`config.mk`:
```
export PLATFORM = sky130hd
export DESIGN_NAME = meter_trigger_control
export DESIGN_NICKNAME = d
export VERILOG_FILES = /design/src/verilog/meter_trigger_pkg.sv /design/src/verilog/meter_trigger_control.sv /design/src/verilog/range_judge.sv /design/src/verilog/settle_timer.sv
export SDC_FILE = /design/constraint.sdc
export NUM_CORES = 1
export LEC_CHECK = 0
export BUFFER_PORTS_ARGS = -buffer_cell sky130_fd_sc_hd__buf_2
export CAP_MARGIN = 20
export CORE_MARGIN = 2
export CORE_UTILIZATION = 60
export CTS_CLUSTER_DIAMETER = 100
export DETAILED_ROUTE_END_ITERATION = 8
export PLACE_DENSITY = 0.83
export SETUP_SLACK_MARGIN = 0.3
export SLEW_MARGIN = 10
export SYNTH_ARGS = -nofsm -noshare
export SYNTH_HDL_FRONTEND = slang
export SYNTH_SLANG_ARGS = --single-unit
```
`constraint.sdc`:
```
create_clock -name clock -period 9.16 [get_ports clock]
set_input_delay 1.832 -clock clock [delete_from_list [all_inputs] [get_ports clock]]
set_output_delay 1.832 -clock clock [all_outputs]
set_load 0.005 [all_outputs]
```
`src/verilog/meter_trigger_pkg.sv`:
```
// Shared constants, codes and types of the meter trigger controller
package meter_trigger_pkg;

  // ********************************
  // Register map, byte offsets within the slave window
  // ********************************
  localparam logic [7:0] ADDR_CMD       = 8'h00; // Command strobe register
  localparam logic [7:0] ADDR_STATUS    = 8'h04; // Trigger state and flags
  localparam logic [7:0] ADDR_CONT      = 8'h08; // Continuous mode
  localparam logic [7:0] ADDR_TRIG_SRC  = 8'h0C; // Trigger source
  localparam logic [7:0] ADDR_MATH_EN   = 8'h10; // Calculation function enables
  localparam logic [7:0] ADDR_ACV_RANGE = 8'h14; // AC voltage range setup
  localparam logic [7:0] ADDR_ACI_RANGE = 8'h18; // AC current range setup
  localparam logic [7:0] ADDR_FUNC      = 8'h1C; // Active measurement function
  localparam logic [7:0] ADDR_OUT_BUF   = 8'h20; // Output buffer word
  localparam logic [7:0] ADDR_MEM       = 8'h24; // Reading memory word

  // ********************************
  // Command codes written to the command register
  // ********************************
  localparam logic [3:0] CMD_CONF_DUTY = 4'h1; // Configure duty ratio function
  localparam logic [3:0] CMD_INIT      = 4'h2; // Initiate
  localparam logic [3:0] CMD_ABORT     = 4'h3; // Abort to idle
  localparam logic [3:0] CMD_TRG       = 4'h4; // Software (bus) trigger
  localparam logic [3:0] CMD_READ      = 4'h5; // Read query
  localparam logic [3:0] CMD_FETCH     = 4'h6; // Fetch query
  localparam logic [3:0] CMD_MEAS      = 4'h7; // Measure query, duty ratio

  // ********************************
  // Field layouts and reset values
  // ********************************
  localparam int         RANGE_AUTO_BIT = 4;    // Autorange enable in range regs
  localparam logic [4:0] RANGE_RESET    = 5'h10; // Autorange, lowest range
  localparam logic [2:0] RANGE_TOP      = 3'h4; // Highest AC range index
  localparam logic [2:0] RANGE_BOTTOM   = 3'h0; // Lowest AC range index
  localparam logic       CONT_RESET     = 1'b1; // Continuous mode after reset
  localparam logic       TRIG_IMMEDIATE = 1'b0; // Trigger source codes
  localparam logic       TRIG_BUS       = 1'b1;
  localparam logic [3:0] MATH_RESET     = 4'h0; // All calculations off
  localparam logic       PATH_VOLT      = 1'b0; // Measuring path codes
  localparam logic       PATH_CURR      = 1'b1;

  // Measurement functions
  localparam logic [1:0] FUNC_NONE = 2'h0;
  localparam logic [1:0] FUNC_ACV  = 2'h1;
  localparam logic [1:0] FUNC_ACI  = 2'h2;
  localparam logic [1:0] FUNC_DUTY = 2'h3;

  // ********************************
  // Reading codes; sentinels stand in for +9.9E37, -9.9E37, +9.91E37
  // ********************************
  localparam logic [31:0] READING_ZERO = 32'h0000_0000;
  localparam logic [31:0] SENT_POS_OVL = 32'h7FFF_FFFF;
  localparam logic [31:0] SENT_NEG_OVL = 32'h8000_0001;
  localparam logic [31:0] SENT_RANGING = 32'h7FFF_FFFE;

  // Autorange thresholds in percent of full scale
  localparam logic [39:0] FULL_SCALE = 40'h00_0001_86A0; // Counts per range
  localparam logic [39:0] PCT_SCALE  = 40'h00_0000_0064; // 100 percent
  localparam logic [39:0] DOWN_PCT   = 40'h00_0000_000A; // 10 percent
  localparam logic [39:0] UP_PCT     = 40'h00_0000_0078; // 120 percent

  // ********************************
  // Timing
  // ********************************
  localparam int         CLOCK_PERIOD_NS = 50;   // 20 MHz clock
  localparam int         SETTLE_TIME_NS  = 1000; // Range relay settling, least
  localparam int         SETTLE_CYC_INT  =
    (SETTLE_TIME_NS + CLOCK_PERIOD_NS - 1) / CLOCK_PERIOD_NS;
  localparam logic [7:0] SETTLE_CYCLES   = SETTLE_CYC_INT[7:0];

  // Trigger system states
  typedef enum logic [1:0] {ST_IDLE, ST_WAIT, ST_MEAS, ST_SETTLE} trig_state_e;

endpackage

```
`src/verilog/meter_trigger_control.sv`:
```
// Command-driven trigger, ranging and reading store of the meter
//
// What this block does
// Duty configure resets settings, selects duty function
// Duty configure never enters wait-for-trigger
// Duty configure sets immediate source, math off
// Range follows configured AC voltage or current
// No input signal gives zero reading
// Autorange down below 10%, up above 120%
// Manual range overload returns signed sentinel
// Query during range change returns ranging sentinel
// Initiate waits, then measures on trigger
// Initiate erases stored reading
// Initiate stores reading; fetch copies to output
// Abort returns trigger system to idle
// Continuous mode free-runs storing readings
// Continuous setting takes 0/1, reads back boolean
// Initiate or read forces continuous off
// Read waits, measures, fills memory and output
// Bus source waits for software trigger
// Measure query configures, measures, fills output
// Host allows fifteen second query timeout
// Host fixes range below twenty hertz
// Triggered measurement returns to idle afterwards
`timescale 1ns/1ns
module meter_trigger_control
  import meter_trigger_pkg::*;
(
  input  wire logic        clock,
  input  wire logic        reset,
  // AHB-Lite slave
  input  wire logic        hsel,
  input  wire logic [31:0] haddr,
  input  wire logic [1:0]  htrans,
  input  wire logic        hwrite,
  input  wire logic [2:0]  hsize,
  input  wire logic [31:0] hwdata,
  input  wire logic        hready,
  output logic             hreadyout,
  output logic [31:0]      hrdata,
  output logic             hresp,
  // Converter on the same clock
  input  wire logic        meas_done,
  input  wire logic [31:0] meas_value,
  input  wire logic        meas_signal,
  output logic             meas_start,
  output logic             meas_path,
  output logic [2:0]       meas_range,
  output logic             overload_display
);

  // ********************************
  // Declarations
  // ********************************
  trig_state_e state_r;        // Trigger system state
  trig_state_e state_nxt;
  logic        acc_wr_r;       // Write data phase pending
  logic [7:0]  addr_r;         // Captured byte address
  logic [31:0] hrdata_r;       // Read data for the data phase
  logic [31:0] rd_mux;         // Read value chosen at address phase
  logic        cont_r;         // Continuous mode
  logic        trig_src_r;     // Trigger source
  logic [3:0]  math_en_r;      // Calculation enables
  logic [4:0]  acv_range_r;    // AC voltage range setup
  logic [4:0]  aci_range_r;    // AC current range setup
  logic [1:0]  func_r;         // Active function
  logic        path_r;         // Path the duty function measures on
  logic [2:0]  cur_range_r;    // Range in use
  logic        dest_mem_r;     // Current measurement fills memory
  logic        dest_out_r;     // Current measurement fills output
  logic [31:0] mem_r;          // Reading memory
  logic        mem_valid_r;
  logic [31:0] out_r;          // Output buffer
  logic        out_valid_r;
  logic        ranging_r;      // Autorange change in progress
  logic        start_nxt;      // Converter start for next cycle
  logic        settle_busy;    // Range settling still running
  logic        settle_load;
  logic        below_floor;
  logic        above_ceiling;
  logic        addr_go;        // Address phase accepted
  logic        wr_go;          // Write data phase now
  logic        cmd_go;         // Command register written
  logic [3:0]  cmd;
  logic        sel_auto;       // Autorange of the selected path
  logic [2:0]  sel_idx;        // Range index of the selected path
  logic        negative;
  logic [31:0] magnitude;
  logic        step_up;
  logic        step_down;
  logic        change;
  logic        store;          // Finished reading to be kept
  logic [31:0] result;         // Reading or sentinel

  // ********************************
  // Bus decode
  // ********************************
  assign addr_go = hsel & htrans[1] & hready;
  assign wr_go   = acc_wr_r;
  assign cmd_go  = wr_go & (addr_r == ADDR_CMD);
  assign cmd     = hwdata[3:0];

  // Address phase capture; every transfer ends in zero wait states
  always_ff @(posedge clock or posedge reset) begin
    if (reset) begin
      acc_wr_r <= 1'b0;
      addr_r   <= 8'h00;
    end else begin
      acc_wr_r <= addr_go & hwrite;
      addr_r   <= haddr[7:0];
    end
  end

  // Read mux; unmapped offsets read as zero with an OKAY answer
  always_comb begin
    unique case (haddr[7:0])
      ADDR_STATUS:    rd_mux = {24'h0, ranging_r, out_valid_r, mem_valid_r,
                                cont_r, 2'b00, state_r};
      ADDR_CONT:      rd_mux = {31'h0, cont_r};
      ADDR_TRIG_SRC:  rd_mux = {31'h0, trig_src_r};
      ADDR_MATH_EN:   rd_mux = {28'h0, math_en_r};
      ADDR_ACV_RANGE: rd_mux = {27'h0, acv_range_r};
      ADDR_ACI_RANGE: rd_mux = {27'h0, aci_range_r};
      ADDR_FUNC:      rd_mux = {29'h0, path_r, func_r};
      ADDR_OUT_BUF:   rd_mux = out_r;
      ADDR_MEM:       rd_mux = mem_r;
      default:        rd_mux = 32'h0000_0000;
    endcase
  end

  // Read data registered so the data phase sees a flop
  always_ff @(posedge clock or posedge reset) begin
    if (reset) begin
      hrdata_r <= 32'h0000_0000;
    end else if (addr_go & ~hwrite) begin
      hrdata_r <= rd_mux;
    end
  end

  assign hrdata    = hrdata_r;
  assign hreadyout = 1'b1;
  assign hresp     = 1'b0;

  // ********************************
  // Configuration registers
  // ********************************
  // Continuous mode; initiate and read turn it off
  always_ff @(posedge clock or posedge reset) begin
    if (reset) begin
      cont_r <= CONT_RESET;
    end else if (cmd_go && (cmd == CMD_INIT || cmd == CMD_READ)) begin
      cont_r <= 1'b0;
    end else if (wr_go && addr_r == ADDR_CONT) begin
      cont_r <= hwdata[0];
    end
  end

  // Trigger source and calculations; configure restores defaults
  always_ff @(posedge clock or posedge reset) begin
    if (reset) begin
      trig_src_r <= TRIG_IMMEDIATE;
      math_en_r  <= MATH_RESET;
    end else if (cmd_go && (cmd == CMD_CONF_DUTY || cmd == CMD_MEAS)) begin
      trig_src_r <= TRIG_IMMEDIATE;
      math_en_r  <= MATH_RESET;
    end else if (wr_go && addr_r == ADDR_TRIG_SRC) begin
      trig_src_r <= hwdata[0];
    end else if (wr_go && addr_r == ADDR_MATH_EN) begin
      math_en_r  <= hwdata[3:0];
    end
  end

  // AC range setups; the path is picked only by a function write
  always_ff @(posedge clock or posedge reset) begin
    if (reset) begin
      acv_range_r <= RANGE_RESET;
      aci_range_r <= RANGE_RESET;
    end else if (wr_go && addr_r == ADDR_ACV_RANGE) begin
      acv_range_r <= hwdata[4:0];
    end else if (wr_go && addr_r == ADDR_ACI_RANGE) begin
      aci_range_r <= hwdata[4:0];
    end
  end

  // Function and path; duty ratio inherits the last AC path
  always_ff @(posedge clock or posedge reset) begin
    if (reset) begin
      func_r <= FUNC_NONE;
      path_r <= PATH_VOLT;
    end else if (cmd_go && (cmd == CMD_CONF_DUTY || cmd == CMD_MEAS)) begin
      func_r <= FUNC_DUTY;
    end else if (wr_go && addr_r == ADDR_FUNC) begin
      func_r <= hwdata[1:0];
      if (hwdata[1:0] == FUNC_ACV) begin
        path_r <= PATH_VOLT;
      end else if (hwdata[1:0] == FUNC_ACI) begin
        path_r <= PATH_CURR;
      end
    end
  end

  // Autorange and range index of the selected path
  assign sel_auto = (path_r == PATH_CURR) ? aci_range_r[RANGE_AUTO_BIT]
                                          : acv_range_r[RANGE_AUTO_BIT];
  assign sel_idx  = (path_r == PATH_CURR) ? aci_range_r[2:0]
                                          : acv_range_r[2:0];

  // ********************************
  // Reading judgement
  // ********************************
  assign negative  = meas_value[31];
  assign magnitude = negative ? (~meas_value + 32'h0000_0001) : meas_value;

  range_judge u_judge (
    .magnitude     (magnitude),
    .below_floor   (below_floor),
    .above_ceiling (above_ceiling)
  );

  // A step is only possible while a neighbouring range exists
  assign step_up   = sel_auto & above_ceiling & (cur_range_r != RANGE_TOP);
  assign step_down = sel_auto & below_floor & (cur_range_r != RANGE_BOTTOM);
  assign change    = meas_signal & (step_up | step_down);

  // Reading or sentinel for a finished conversion
  always_comb begin
    if (!meas_signal) begin
      result = READING_ZERO;
    end else if (above_ceiling) begin
      result = negative ? SENT_NEG_OVL : SENT_POS_OVL;
    end else begin
      result = meas_value;
    end
  end

  // ********************************
  // Trigger state machine
  // ********************************
  always_comb begin
    state_nxt   = state_r;
    start_nxt   = 1'b0;
    settle_load = 1'b0;
    store       = 1'b0;
    if (cmd_go && cmd == CMD_ABORT) begin
      state_nxt = ST_IDLE;
    end else if (cmd_go && cmd == CMD_MEAS) begin
      state_nxt = ST_MEAS;
      start_nxt = 1'b1;
    end else if (cmd_go && (cmd == CMD_INIT || cmd == CMD_READ)) begin
      state_nxt = ST_WAIT;
    end else if (cmd_go && cmd == CMD_CONF_DUTY) begin
      state_nxt = ST_IDLE;
    end else begin
      unique case (state_r)
        ST_IDLE: begin
          if (cont_r) begin
            state_nxt = ST_MEAS;
            start_nxt = 1'b1;
          end
        end
        ST_WAIT: begin
          // Bus source holds here until the software trigger
          if (trig_src_r == TRIG_IMMEDIATE || (cmd_go && cmd == CMD_TRG)) begin
            state_nxt = ST_MEAS;
            start_nxt = 1'b1;
          end
        end
        ST_MEAS: begin
          if (meas_done && change) begin
            state_nxt   = ST_SETTLE;
            settle_load = 1'b1;
          end else if (meas_done) begin
            state_nxt = ST_IDLE;
            store     = 1'b1;
          end
        end
        ST_SETTLE: begin
          // Retake the reading once the new range has settled
          if (!settle_busy && !settle_load) begin
            state_nxt = ST_MEAS;
            start_nxt = 1'b1;
          end
        end
      endcase
    end
  end

  always_ff @(posedge clock or posedge reset) begin
    if (reset) begin
      state_r <= ST_IDLE;
    end else begin
      state_r <= state_nxt;
    end
  end

  settle_timer #(.WIDTH(8)) u_settle (
    .clock (clock),
    .reset (reset),
    .load  (settle_load),
    .count (SETTLE_CYCLES),
    .busy  (settle_busy)
  );

  // Destinations chosen by the command that started the run, or by continuous mode in idle
  always_ff @(posedge clock or posedge reset) begin
    if (reset) begin
      dest_mem_r <= 1'b0;
      dest_out_r <= 1'b0;
    end else if (cmd_go && cmd == CMD_INIT) begin
      dest_mem_r <= 1'b1;
      dest_out_r <= 1'b0;
    end else if (cmd_go && cmd == CMD_READ) begin
      dest_mem_r <= 1'b1;
      dest_out_r <= 1'b1;
    end else if (cmd_go && cmd == CMD_MEAS) begin
      dest_mem_r <= 1'b0;
      dest_out_r <= 1'b1;
    end else if (state_r == ST_IDLE && cont_r && !cmd_go) begin
      dest_mem_r <= 1'b1;
      dest_out_r <= 1'b0;
    end
  end

  // Range in use: loaded from the path setup, stepped by autorange
  always_ff @(posedge clock or posedge reset) begin
    if (reset) begin
      cur_range_r <= RANGE_BOTTOM;
      ranging_r   <= 1'b0;
    end else if (cmd_go && (cmd == CMD_CONF_DUTY || cmd == CMD_MEAS
                            || cmd == CMD_ABORT)) begin
      cur_range_r <= sel_idx;
      ranging_r   <= 1'b0;
    end else if (settle_load) begin
      cur_range_r <= step_up ? cur_range_r + 3'h1 : cur_range_r - 3'h1;
      ranging_r   <= 1'b1;
    end else if (start_nxt) begin
      ranging_r   <= 1'b0;
    end
  end

  // ********************************
  // Reading memory and output buffer
  // ********************************
  // Memory: initiate erases, finished reading fills
  always_ff @(posedge clock or posedge reset) begin
    if (reset) begin
      mem_r       <= READING_ZERO;
      mem_valid_r <= 1'b0;
    end else if (store && dest_mem_r) begin
      mem_r       <= result;
      mem_valid_r <= 1'b1;
    end else if (cmd_go && cmd == CMD_INIT) begin
      mem_r       <= READING_ZERO;
      mem_valid_r <= 1'b0;
    end
  end

  // Output buffer: valid until software reads it, a new word wins
  always_ff @(posedge clock or posedge reset) begin
    if (reset) begin
      out_r       <= READING_ZERO;
      out_valid_r <= 1'b0;
    end else if (cmd_go && cmd == CMD_FETCH && ranging_r) begin
      out_r       <= SENT_RANGING;
      out_valid_r <= 1'b1;
    end else if (cmd_go && cmd == CMD_FETCH) begin
      out_r       <= mem_r;
      out_valid_r <= 1'b1;
    end else if (store && dest_out_r) begin
      out_r       <= result;
      out_valid_r <= 1'b1;
    end else if (addr_go && !hwrite && haddr[7:0] == ADDR_OUT_BUF) begin
      out_valid_r <= 1'b0;
    end
  end

  // ********************************
  // Converter and panel outputs
  // ********************************
  always_ff @(posedge clock or posedge reset) begin
    if (reset) begin
      meas_start       <= 1'b0;
      meas_path        <= PATH_VOLT;
      meas_range       <= RANGE_BOTTOM;
      overload_display <= 1'b0;
    end else begin
      meas_start <= start_nxt;
      meas_path  <= path_r;
      meas_range <= settle_load ? meas_range : cur_range_r;
      if (store) begin
        overload_display <= meas_signal & above_ceiling;
      end
    end
  end

endmodule

```
`src/verilog/range_judge.sv`:
```
// Threshold comparator that judges a reading against its range
`timescale 1ns/1ns
module range_judge
  import meter_trigger_pkg::*;
(
  input  wire logic [31:0] magnitude,
  output logic             below_floor,
  output logic             above_ceiling
);

  // ********************************
  // Scaled comparison, widened so the percent products cannot wrap
  // ********************************
  logic [39:0] mag_scaled; // Reading times one hundred
  logic [39:0] floor_lvl;  // Ten percent level, same scale
  logic [39:0] ceil_lvl;   // One hundred twenty percent level

  assign mag_scaled    = {8'h00, magnitude} * PCT_SCALE;
  assign floor_lvl     = FULL_SCALE * DOWN_PCT;
  assign ceil_lvl      = FULL_SCALE * UP_PCT;
  assign below_floor   = mag_scaled < floor_lvl;
  assign above_ceiling = mag_scaled > ceil_lvl;

endmodule

```
`src/verilog/settle_timer.sv`:
```
// Down counter that holds off a measurement while a range settles
`timescale 1ns/1ns
module settle_timer #(
  parameter int WIDTH = 8
) (
  input  wire logic             clock,
  input  wire logic             reset,
  input  wire logic             load,
  input  wire logic [WIDTH-1:0] count,
  output logic                  busy
);

  logic [WIDTH-1:0] remain_r; // Cycles still to wait

  // ********************************
  // Countdown; a fresh load restarts the wait
  // ********************************
  always_ff @(posedge clock or posedge reset) begin
    if (reset) begin
      remain_r <= '0;
    end else if (load) begin
      remain_r <= count;
    end else if (remain_r != '0) begin
      remain_r <= remain_r - 1'b1;
    end
  end

  assign busy = remain_r != '0;

endmodule
```
# Word level (Yosys, flattened, before mapping)

Cells that the tools add are included.

Add/sub/neg operators: 4
Multiply operators: 1
Magnitude comparators: 2
Eq/ne operators: 33
Muxes and demuxes: 76
Bitwise operators: 17
Reduce and logical (&&, ||, !) cells: 50

Operator list:

| kind                                                            | count |
|---|---|
| two-way mux 32 bit                                              | 9 |
| one-hot mux 32 bit (9 select lines)                             | 1 |
| equality test 8 x 5 -> 1 bit, second input constant             | 8 |
| two-way mux 1 bit                                               | 44 |
| greater-than comparator 39 x 24 -> 1 bit, second input constant | 1 |
| less-than comparator 39 x 20 -> 1 bit, second input constant    | 1 |
| multiplier 32 x 5 -> 37 bit, second input constant              | 1 |
| adder 32 x 1 -> 32 bit, second input constant                   | 1 |
| equality test 8 x 4 -> 1 bit, second input constant             | 4 |
| NOT 32 bit                                                      | 1 |
| logical AND 1 bit                                               | 24 |
| two-way mux 2 bit                                               | 11 |
| != test 6 bit, second input constant                            | 3 |
| equality test 4 x 3 -> 1 bit, second input constant             | 4 |
| equality test 8 x 6 -> 1 bit, second input constant             | 2 |
| two-way mux 8 bit                                               | 2 |
| nonzero test 2 bit                                              | 8 |
| two-way mux 3 bit                                               | 4 |
| two-way mux 4 bit                                               | 3 |
| AND 1 bit                                                       | 11 |
| nonzero test 3 bit                                              | 3 |
| equality test 4 x 2 -> 1 bit, second input constant             | 2 |
| equality test 8 x 3 -> 1 bit, second input constant             | 1 |
| zero test 8 bit                                                 | 1 |
| 21 further kinds                                                | 33 |

Flip-flop bits (word level): 148
Bits of input ports: 108
Logic and storage cells: 207

# Logic depth before layout (Yosys ltp)

Depth in word-level cells: 20
Depth in mapped cells: 33
Mapped depth without buffers: 30

# By module

A second synthesis with hierarchy kept.

Cells, all modules: 1,432
Area, all modules: 12,435.7 µm²

By module, submodules not included:

| module                | instances | cells an instance | area each (µm²) |
|---|---|---|---|
| meter_trigger_control | 1         | 809               | 7,619.8 |
| range_judge           | 1         | 567               | 4,295.4 |
| settle_timer          | 1         | 56                | 520.5 |

# Worst setup path before layout

No wires, ideal clock.

Kind: in2reg
From: input port meas_value[4]
To: register out_r[20]
Library setup time: 125 ps
Data arrival time: 8,327 ps
Data required time: 9,035 ps
Path slack: 708 ps
Stages: 29
Buffers on the path: 3
Path through: clkbuf_1 -> or4_1 -> or2_2 -> nand2b_1 -> or3_1 -> nand2b_1 -> nor3_1 -> nor2_1 -> xnor2_1 -> inv_1 -> ha_1 -> ha_1 -> inv_1 -> fa_1 -> inv_1 -> ha_1 -> a21o_1 -> o21bai_1 -> a21o_1 -> a211oi_1 -> a21oi_1 -> or3_1 -> a2111oi_4 -> nand3_1 -> and2_1 -> buf_4 -> a21oi_2 -> buf_6 -> mux2_2

Longest elaborated chain between the ends: 18
Elaborated cells on any way between the ends: 26
Those cells by class: add/sub: 1; mul: 1; order compare: 2; mux: 12; bitwise: 7; reduce/logical: 3

Ends and longest elaborated chain:

| element                                                                                           | RTL line                                                   | source |
|---|---|---|
| from (decl)                                                                                       | meter_trigger_control.sv:44                                | `input wire logic [31:0] meas_value,` |
| NOT 32 bit                                                                                        | meter_trigger_control.sv:212                               | `assign magnitude = negative ? (~meas_value + 32'h0000_0001) : meas_value;` |
| adder 32 x 1 -> 32 bit                                                                            | meter_trigger_control.sv:212                               |  |
| two-way mux 32 bit (*)                                                                            | meter_trigger_control.sv:212                               |  |
| multiplier 32 x 5 -> 37 bit (*)                                                                   | range_judge.sv:18                                          | `assign mag_scaled = {8'h00, magnitude} * PCT_SCALE;` |
| greater-than comparator 39 x 24 -> 1 bit or less-than comparator 39 x 20 -> 1 bit (tied branches) | range_judge.sv:22, range_judge.sv:21                       |  |
| AND 1 bit, on equally long branches (2 in a row)                                                  | meter_trigger_control.sv:221, meter_trigger_control.sv:222 |  |
| bitwise OR 1 bit                                                                                  | meter_trigger_control.sv:223                               | `assign change = meas_signal & (step_up \| step_down);` |
| AND 1 bit                                                                                         | meter_trigger_control.sv:223                               |  |
| logical AND 1 bit                                                                                 | meter_trigger_control.sv:269                               | `if (meas_done && change) begin` |
| two-way mux 1 bit                                                                                 | meter_trigger_control.sv:269                               |  |
| two-way mux 1 bit                                                                                 | meter_trigger_control.sv:254                               | `unique case (state_r)` |
| two-way mux 1 bit                                                                                 | meter_trigger_control.sv:251                               | `end else if (cmd_go && cmd == CMD_CONF_DUTY) begin` |
| two-way mux 1 bit                                                                                 | meter_trigger_control.sv:249                               | `end else if (cmd_go && (cmd == CMD_INIT \|\| cmd == CMD_READ)) begin` |
| two-way mux 1 bit                                                                                 | meter_trigger_control.sv:246                               | `end else if (cmd_go && cmd == CMD_MEAS) begin` |
| two-way mux 1 bit                                                                                 | meter_trigger_control.sv:244                               | `if (cmd_go && cmd == CMD_ABORT) begin` |
| logical AND 1 bit                                                                                 | meter_trigger_control.sv:369                               | `end else if (store && dest_out_r) begin` |
| nonzero test 3 bit (no source line)                                                               | n/a                                                        |  |
| to (signal assigned)                                                                              | meter_trigger_control.sv:367                               | `out_r <= mem_r;` |
| to (signal assigned)                                                                              | meter_trigger_control.sv:370                               | `out_r <= result;` |
| to (decl)                                                                                         | meter_trigger_control.sv:73                                | `logic [31:0] out_r;` |

Mark *: on every way between the ends. The rest lies on a longest branch, timed or not. The select of a mux whose other input is x is not followed.
A chain may end at the register's enable or synchronous reset.

# Final worst setup path

From: input port meas_value[1]
To: register out_r[21]

The elaborated chain is that of the path after synthesis.

==> metrics list <==
* CTS buffer count: 17
* DR vias/cell: ~6.2
* Highest Clock Rate: around 120 MHz
* Switching power share of the total: 42.29%
* Outcome: completed
* Class of the most critical setup path: input pin to flip-flop
- After synthesis, the cell types taking the most area are sky130_fd_sc_hd__dfrtp_1, sky130_fd_sc_hd__ha_1, sky130_fd_sc_hd__xnor2_1, sky130_fd_sc_hd__fa_1, sky130_fd_sc_hd__inv_1.
* Routed wire length: between 30 and 40 mm
* Detail Route Antenna Nets: 0
* Pin count of the biggest net entering global routing: a little under 90
* Synth-to-Final Area Change: 11.10%
- Critical Path Max Stage Delay: about 0.50 ns
- Sorting the synthesized cells by how often they occur yields sky130_fd_sc_hd__dfrtp_1, sky130_fd_sc_hd__inv_1, sky130_fd_sc_hd__nand2_1.
- After synthesis the cells add up to about 12000 µm².
- The floorplan step defined a die boundary enclosing about 22000 µm².
- In the global route stage, met1 resource usage came out at between 30% and 40%.
- The number of hold violations in the final report is 0.
* Area of the placeable core: roughly 20000 µm²
- Grt peak-use layer: met2
- Internal power: roughly 2 mW
- The number of placed instances, taps included, is about 1700.
* Most frequently used flop master after synthesis: sky130_fd_sc_hd__dfrtp_1
* Setup skew after layout: 0.01093 ns
- Placed inst area: 12980 µm²
* Detailed placer's ending HPWL: around 23 mm
- Clock network latency to the later pin of the worst-skew pair: 0.43 ns
- The H-tree was split into 4 levels.
- Core utilization of the finished layout: approximately 68%
- In the post-route analysis, the smallest setup slack over all paths is between 0.6 and 0.7 ns.
- Prior to clock tree synthesis, the placed netlist has a worst setup slack of between 0.1 and 0.15 ns.
- Number of top-level design ports: ~150
- Flop and latch count out of synthesis: 148
- In the routed design, unresolved DRC markers number 0.
* Die Span X: around 150 µm
- Endpoints failing setup: 0
* Switching pwr: 1.438 mW
* Starting Density: about three fifths
- STA classifies the critical path startpoint as an input pin.
* Synthesized area per cell: about 9 µm²
- EDFF count, synth: 0
- For this run, global-route usage on met3 was measured as under 10%.
- After synthesis, the share of flip-flops with an asynchronous set or reset is 100.0%.
- Worst slew slack as a fraction of its limit: 20.91%
* Share of the synthesized area in the top cell type: between 20% and 30%
* Hold_buf cts: 0
* Worst slew pin tran: approximately 1.2 ns
- Final total negative setup slack: 0 ns
* Root Buffer Master: sky130_fd_sc_hd__clkbuf_16
* Total of buffers placed on input and output ports: 90
* Slowest stage cell, crit path: sky130_fd_sc_hd__fa_1
* Number of global-route vias before repair: ~10000
- Data arrives at the worst endpoint at between 8 and 9 ns.
* Count leader, synth: sky130_fd_sc_hd__dfrtp_1
- Wire length of the first global-routing pass: a little over 50 mm
- Total via count after detailed routing: ~11000
- After clock tree synthesis, the clock-pin slew on the worst setup and hold paths is 0.06 ns.
* Global placer's final weighted congestion: 0.8935
- Type of the most critical hold path: flip-flop to flip-flop
- Of the cells placed in the final design, the portion with a size suffix greater than 1 is between 10% and 20%.
- The clock passes through at most 2 buffers.
* Post-layout instance count excluding filler cells: about 1700
- # diodes: 0
- CTS tree: yes
- At the end of the flow, the number of nets in the layout was ~1700.
- Synthesis produced 1406 cells.
- Maximum fanout count along the critical path: 11
- Shortest period the worst path allows: ~8.5 ns
* Leakage power: around 6.6 nW
* Post-DR wirelength/cell: ~18 µm
- Cell taking the most area after synthesis: sky130_fd_sc_hd__dfrtp_1
- Kind of end point of the critical path: flip-flop
- Site row count: 52
* Total routing usage reported by global routing: between 20% and 30%
* Number of violations of the max-capacitance limit: 0
* Clock power frac: 23.0%
- Total congestion overflow: 0
* Initial antenna violation count: 2
- Clock Sinks: 148
- Setup repair after global routing left no endpoint under its margin.
- Post-route clock period utilization: between 90% and 100%
- From bottom edge to top edge, the die measures approximately 150 µm.
* Synthesized netlist net count: about 1600
- Met2 Track Usage GR: a little under half
- Total iterations of the first detailed-routing run: 7
* Part of the total power dissipated in combinational logic: 50.3%
- Flop pwr share: 26.8%
* Synth warnings: 0
- IR Drop Worst-Case VDD: ~0.00015 V
- For this block, the initial DRC count from the detailed router was approximately 1100.
- Sequential cells were found to cover between 30% and 40% of the synthesized design area.
- CP Data Required Time: between 9 and 10 ns
- The max-slew violation count is 0.
- Number of library cell types mapped by synthesis: just over 80
- Power density relative to cell area: around 250 nW/µm²
* Total non-filler cell area in the finished layout: 13690 µm²
[stage by stage]
| step | power, mW | hold WS [ns] |
|---|---|---|
| floorplan | 2.202 | 0.3519 |
| finish | 3.401 | 0.4729 |
| CTS | 3.362 | 0.4772 |
| detailed placement | 2.571 | 0.4635 |
| global placement | 2.520 | 0.4551 |
| global route | 3.634 | 0.4986 |
[metal layers]
metal,routed length [µm],part of all wire (%),up-vias
met5,27,0.085,-
met4,881,2.8,4
met3,2690,8.5,80
met2,14850,47,533
met1,13240,42,5170
li1,-,-,5048
[sequential cells by signal, indices dropped and copies added, names as in the netlist, 3 cells and up]
| signal | cells |
|---|---|
| out_r | 32 |
| hrdata | 32 |
| acv_range_r | 5 |
| addr_r | 8 |
| meas_range | 3 |
| aci_range_r | 5 |
| mem_r | 32 |
| u_settle.remain_r | 8 |
| cur_range_r | 3 |
| math_en_r | 4 |
[critical path, delay by kind of cell]
kind | cells | cell delay (ns)
and+or+nand+nor | 10 | 2.63
adders and majority gates | 4 | 1.44
AOI/OAI and AO/OA | 7 | 1.73
xor gates and xnor gates | 1 | 0.22
buffers and inverters | 6 | 0.71
muxes | 1 | 0.27
[layout by cell type, fill, tap and decap left out, types with 24 or more instances in the layout]
cell / n
sky130_fd_sc_hd__mux2_2: 27
sky130_fd_sc_hd__o21ai_0: 91
sky130_fd_sc_hd__fa_1: 25
sky130_fd_sc_hd__a21oi_1: 92
sky130_fd_sc_hd__inv_1: 129
sky130_fd_sc_hd__mux2i_1: 45
sky130_fd_sc_hd__xnor2_1: 69
sky130_fd_sc_hd__dfrtp_1: 145
sky130_fd_sc_hd__ha_1: 109
sky130_fd_sc_hd__nand3_1: 60
sky130_fd_sc_hd__nand2_1: 126
sky130_fd_sc_hd__buf_2: 90
sky130_fd_sc_hd__buf_4: 24
sky130_fd_sc_hd__nor2_1: 75
sky130_fd_sc_hd__a22oi_1: 28
[final cells by class]
class	instances	area, µm²
Multi-Input combinational cell	1041	7726
Sequential cell	148	3707
Tap cell	270	337.8
Clock inverter	15	229.0
Inverter	130	493.0
Clock buffer	17	425.4
Fill cell	1558	6480
Timing Repair Buffer	121	770.7
[cell families after synthesis]
logic type / after synthesis / synth area share [%]
AOI/OAI and AO/OA: 342 / 17.97
xor gates and xnor gates: 83 / 5.900
adders and majority gates: 135 / 15.23
buffers and inverters: 217 / 7.667
DFF: 148 / 30.09
muxes: 88 / 7.585
other: 2 / 0.06095
and+or+nand+nor: 391 / 15.50
[timing repair]
action / 4_1_cts / 5_1_grt
resized for setup: 0 / 8
endpoints found under the setup margin: 0 / 71
setup buffers: 0 / 3
[final timing paths]
| path | depth (start not counted) | startpoint | endpoint | slack (ns) |
|---|---|---|---|---|
| hold / removal | 1 | hrdata[2] | hrdata[2] | 0.47 |
| setup / recovery | 29 | meas_value[1] | out_r[21] | 0.61 |
| setup reg to reg | 9 | addr_r[5] | out_r[21] | 5.48 |
| hold reg to reg | 1 | hrdata[2] | hrdata[2] | 0.47 |
| max in group asynchronous | 3 | reset | addr_r[5] | 6.32 |
| min in group asynchronous | 2 | reset | hrdata[28] | 1.58 |
[power by group through the flow]
stage | Combinational (mW) | Sequential (mW) | Clock, mW
6_report | 1.71 | 0.911 | 0.781
3_3_place_gp | 1.62 | 0.905 | 0
2_1_floorplan | 1.34 | 0.862 | 0
4_1_cts | 1.68 | 0.905 | 0.777
3_5_place_dp | 1.66 | 0.912 | 0
5_1_grt | 1.91 | 0.922 | 0.805
(Power assumes the default switching activity.)
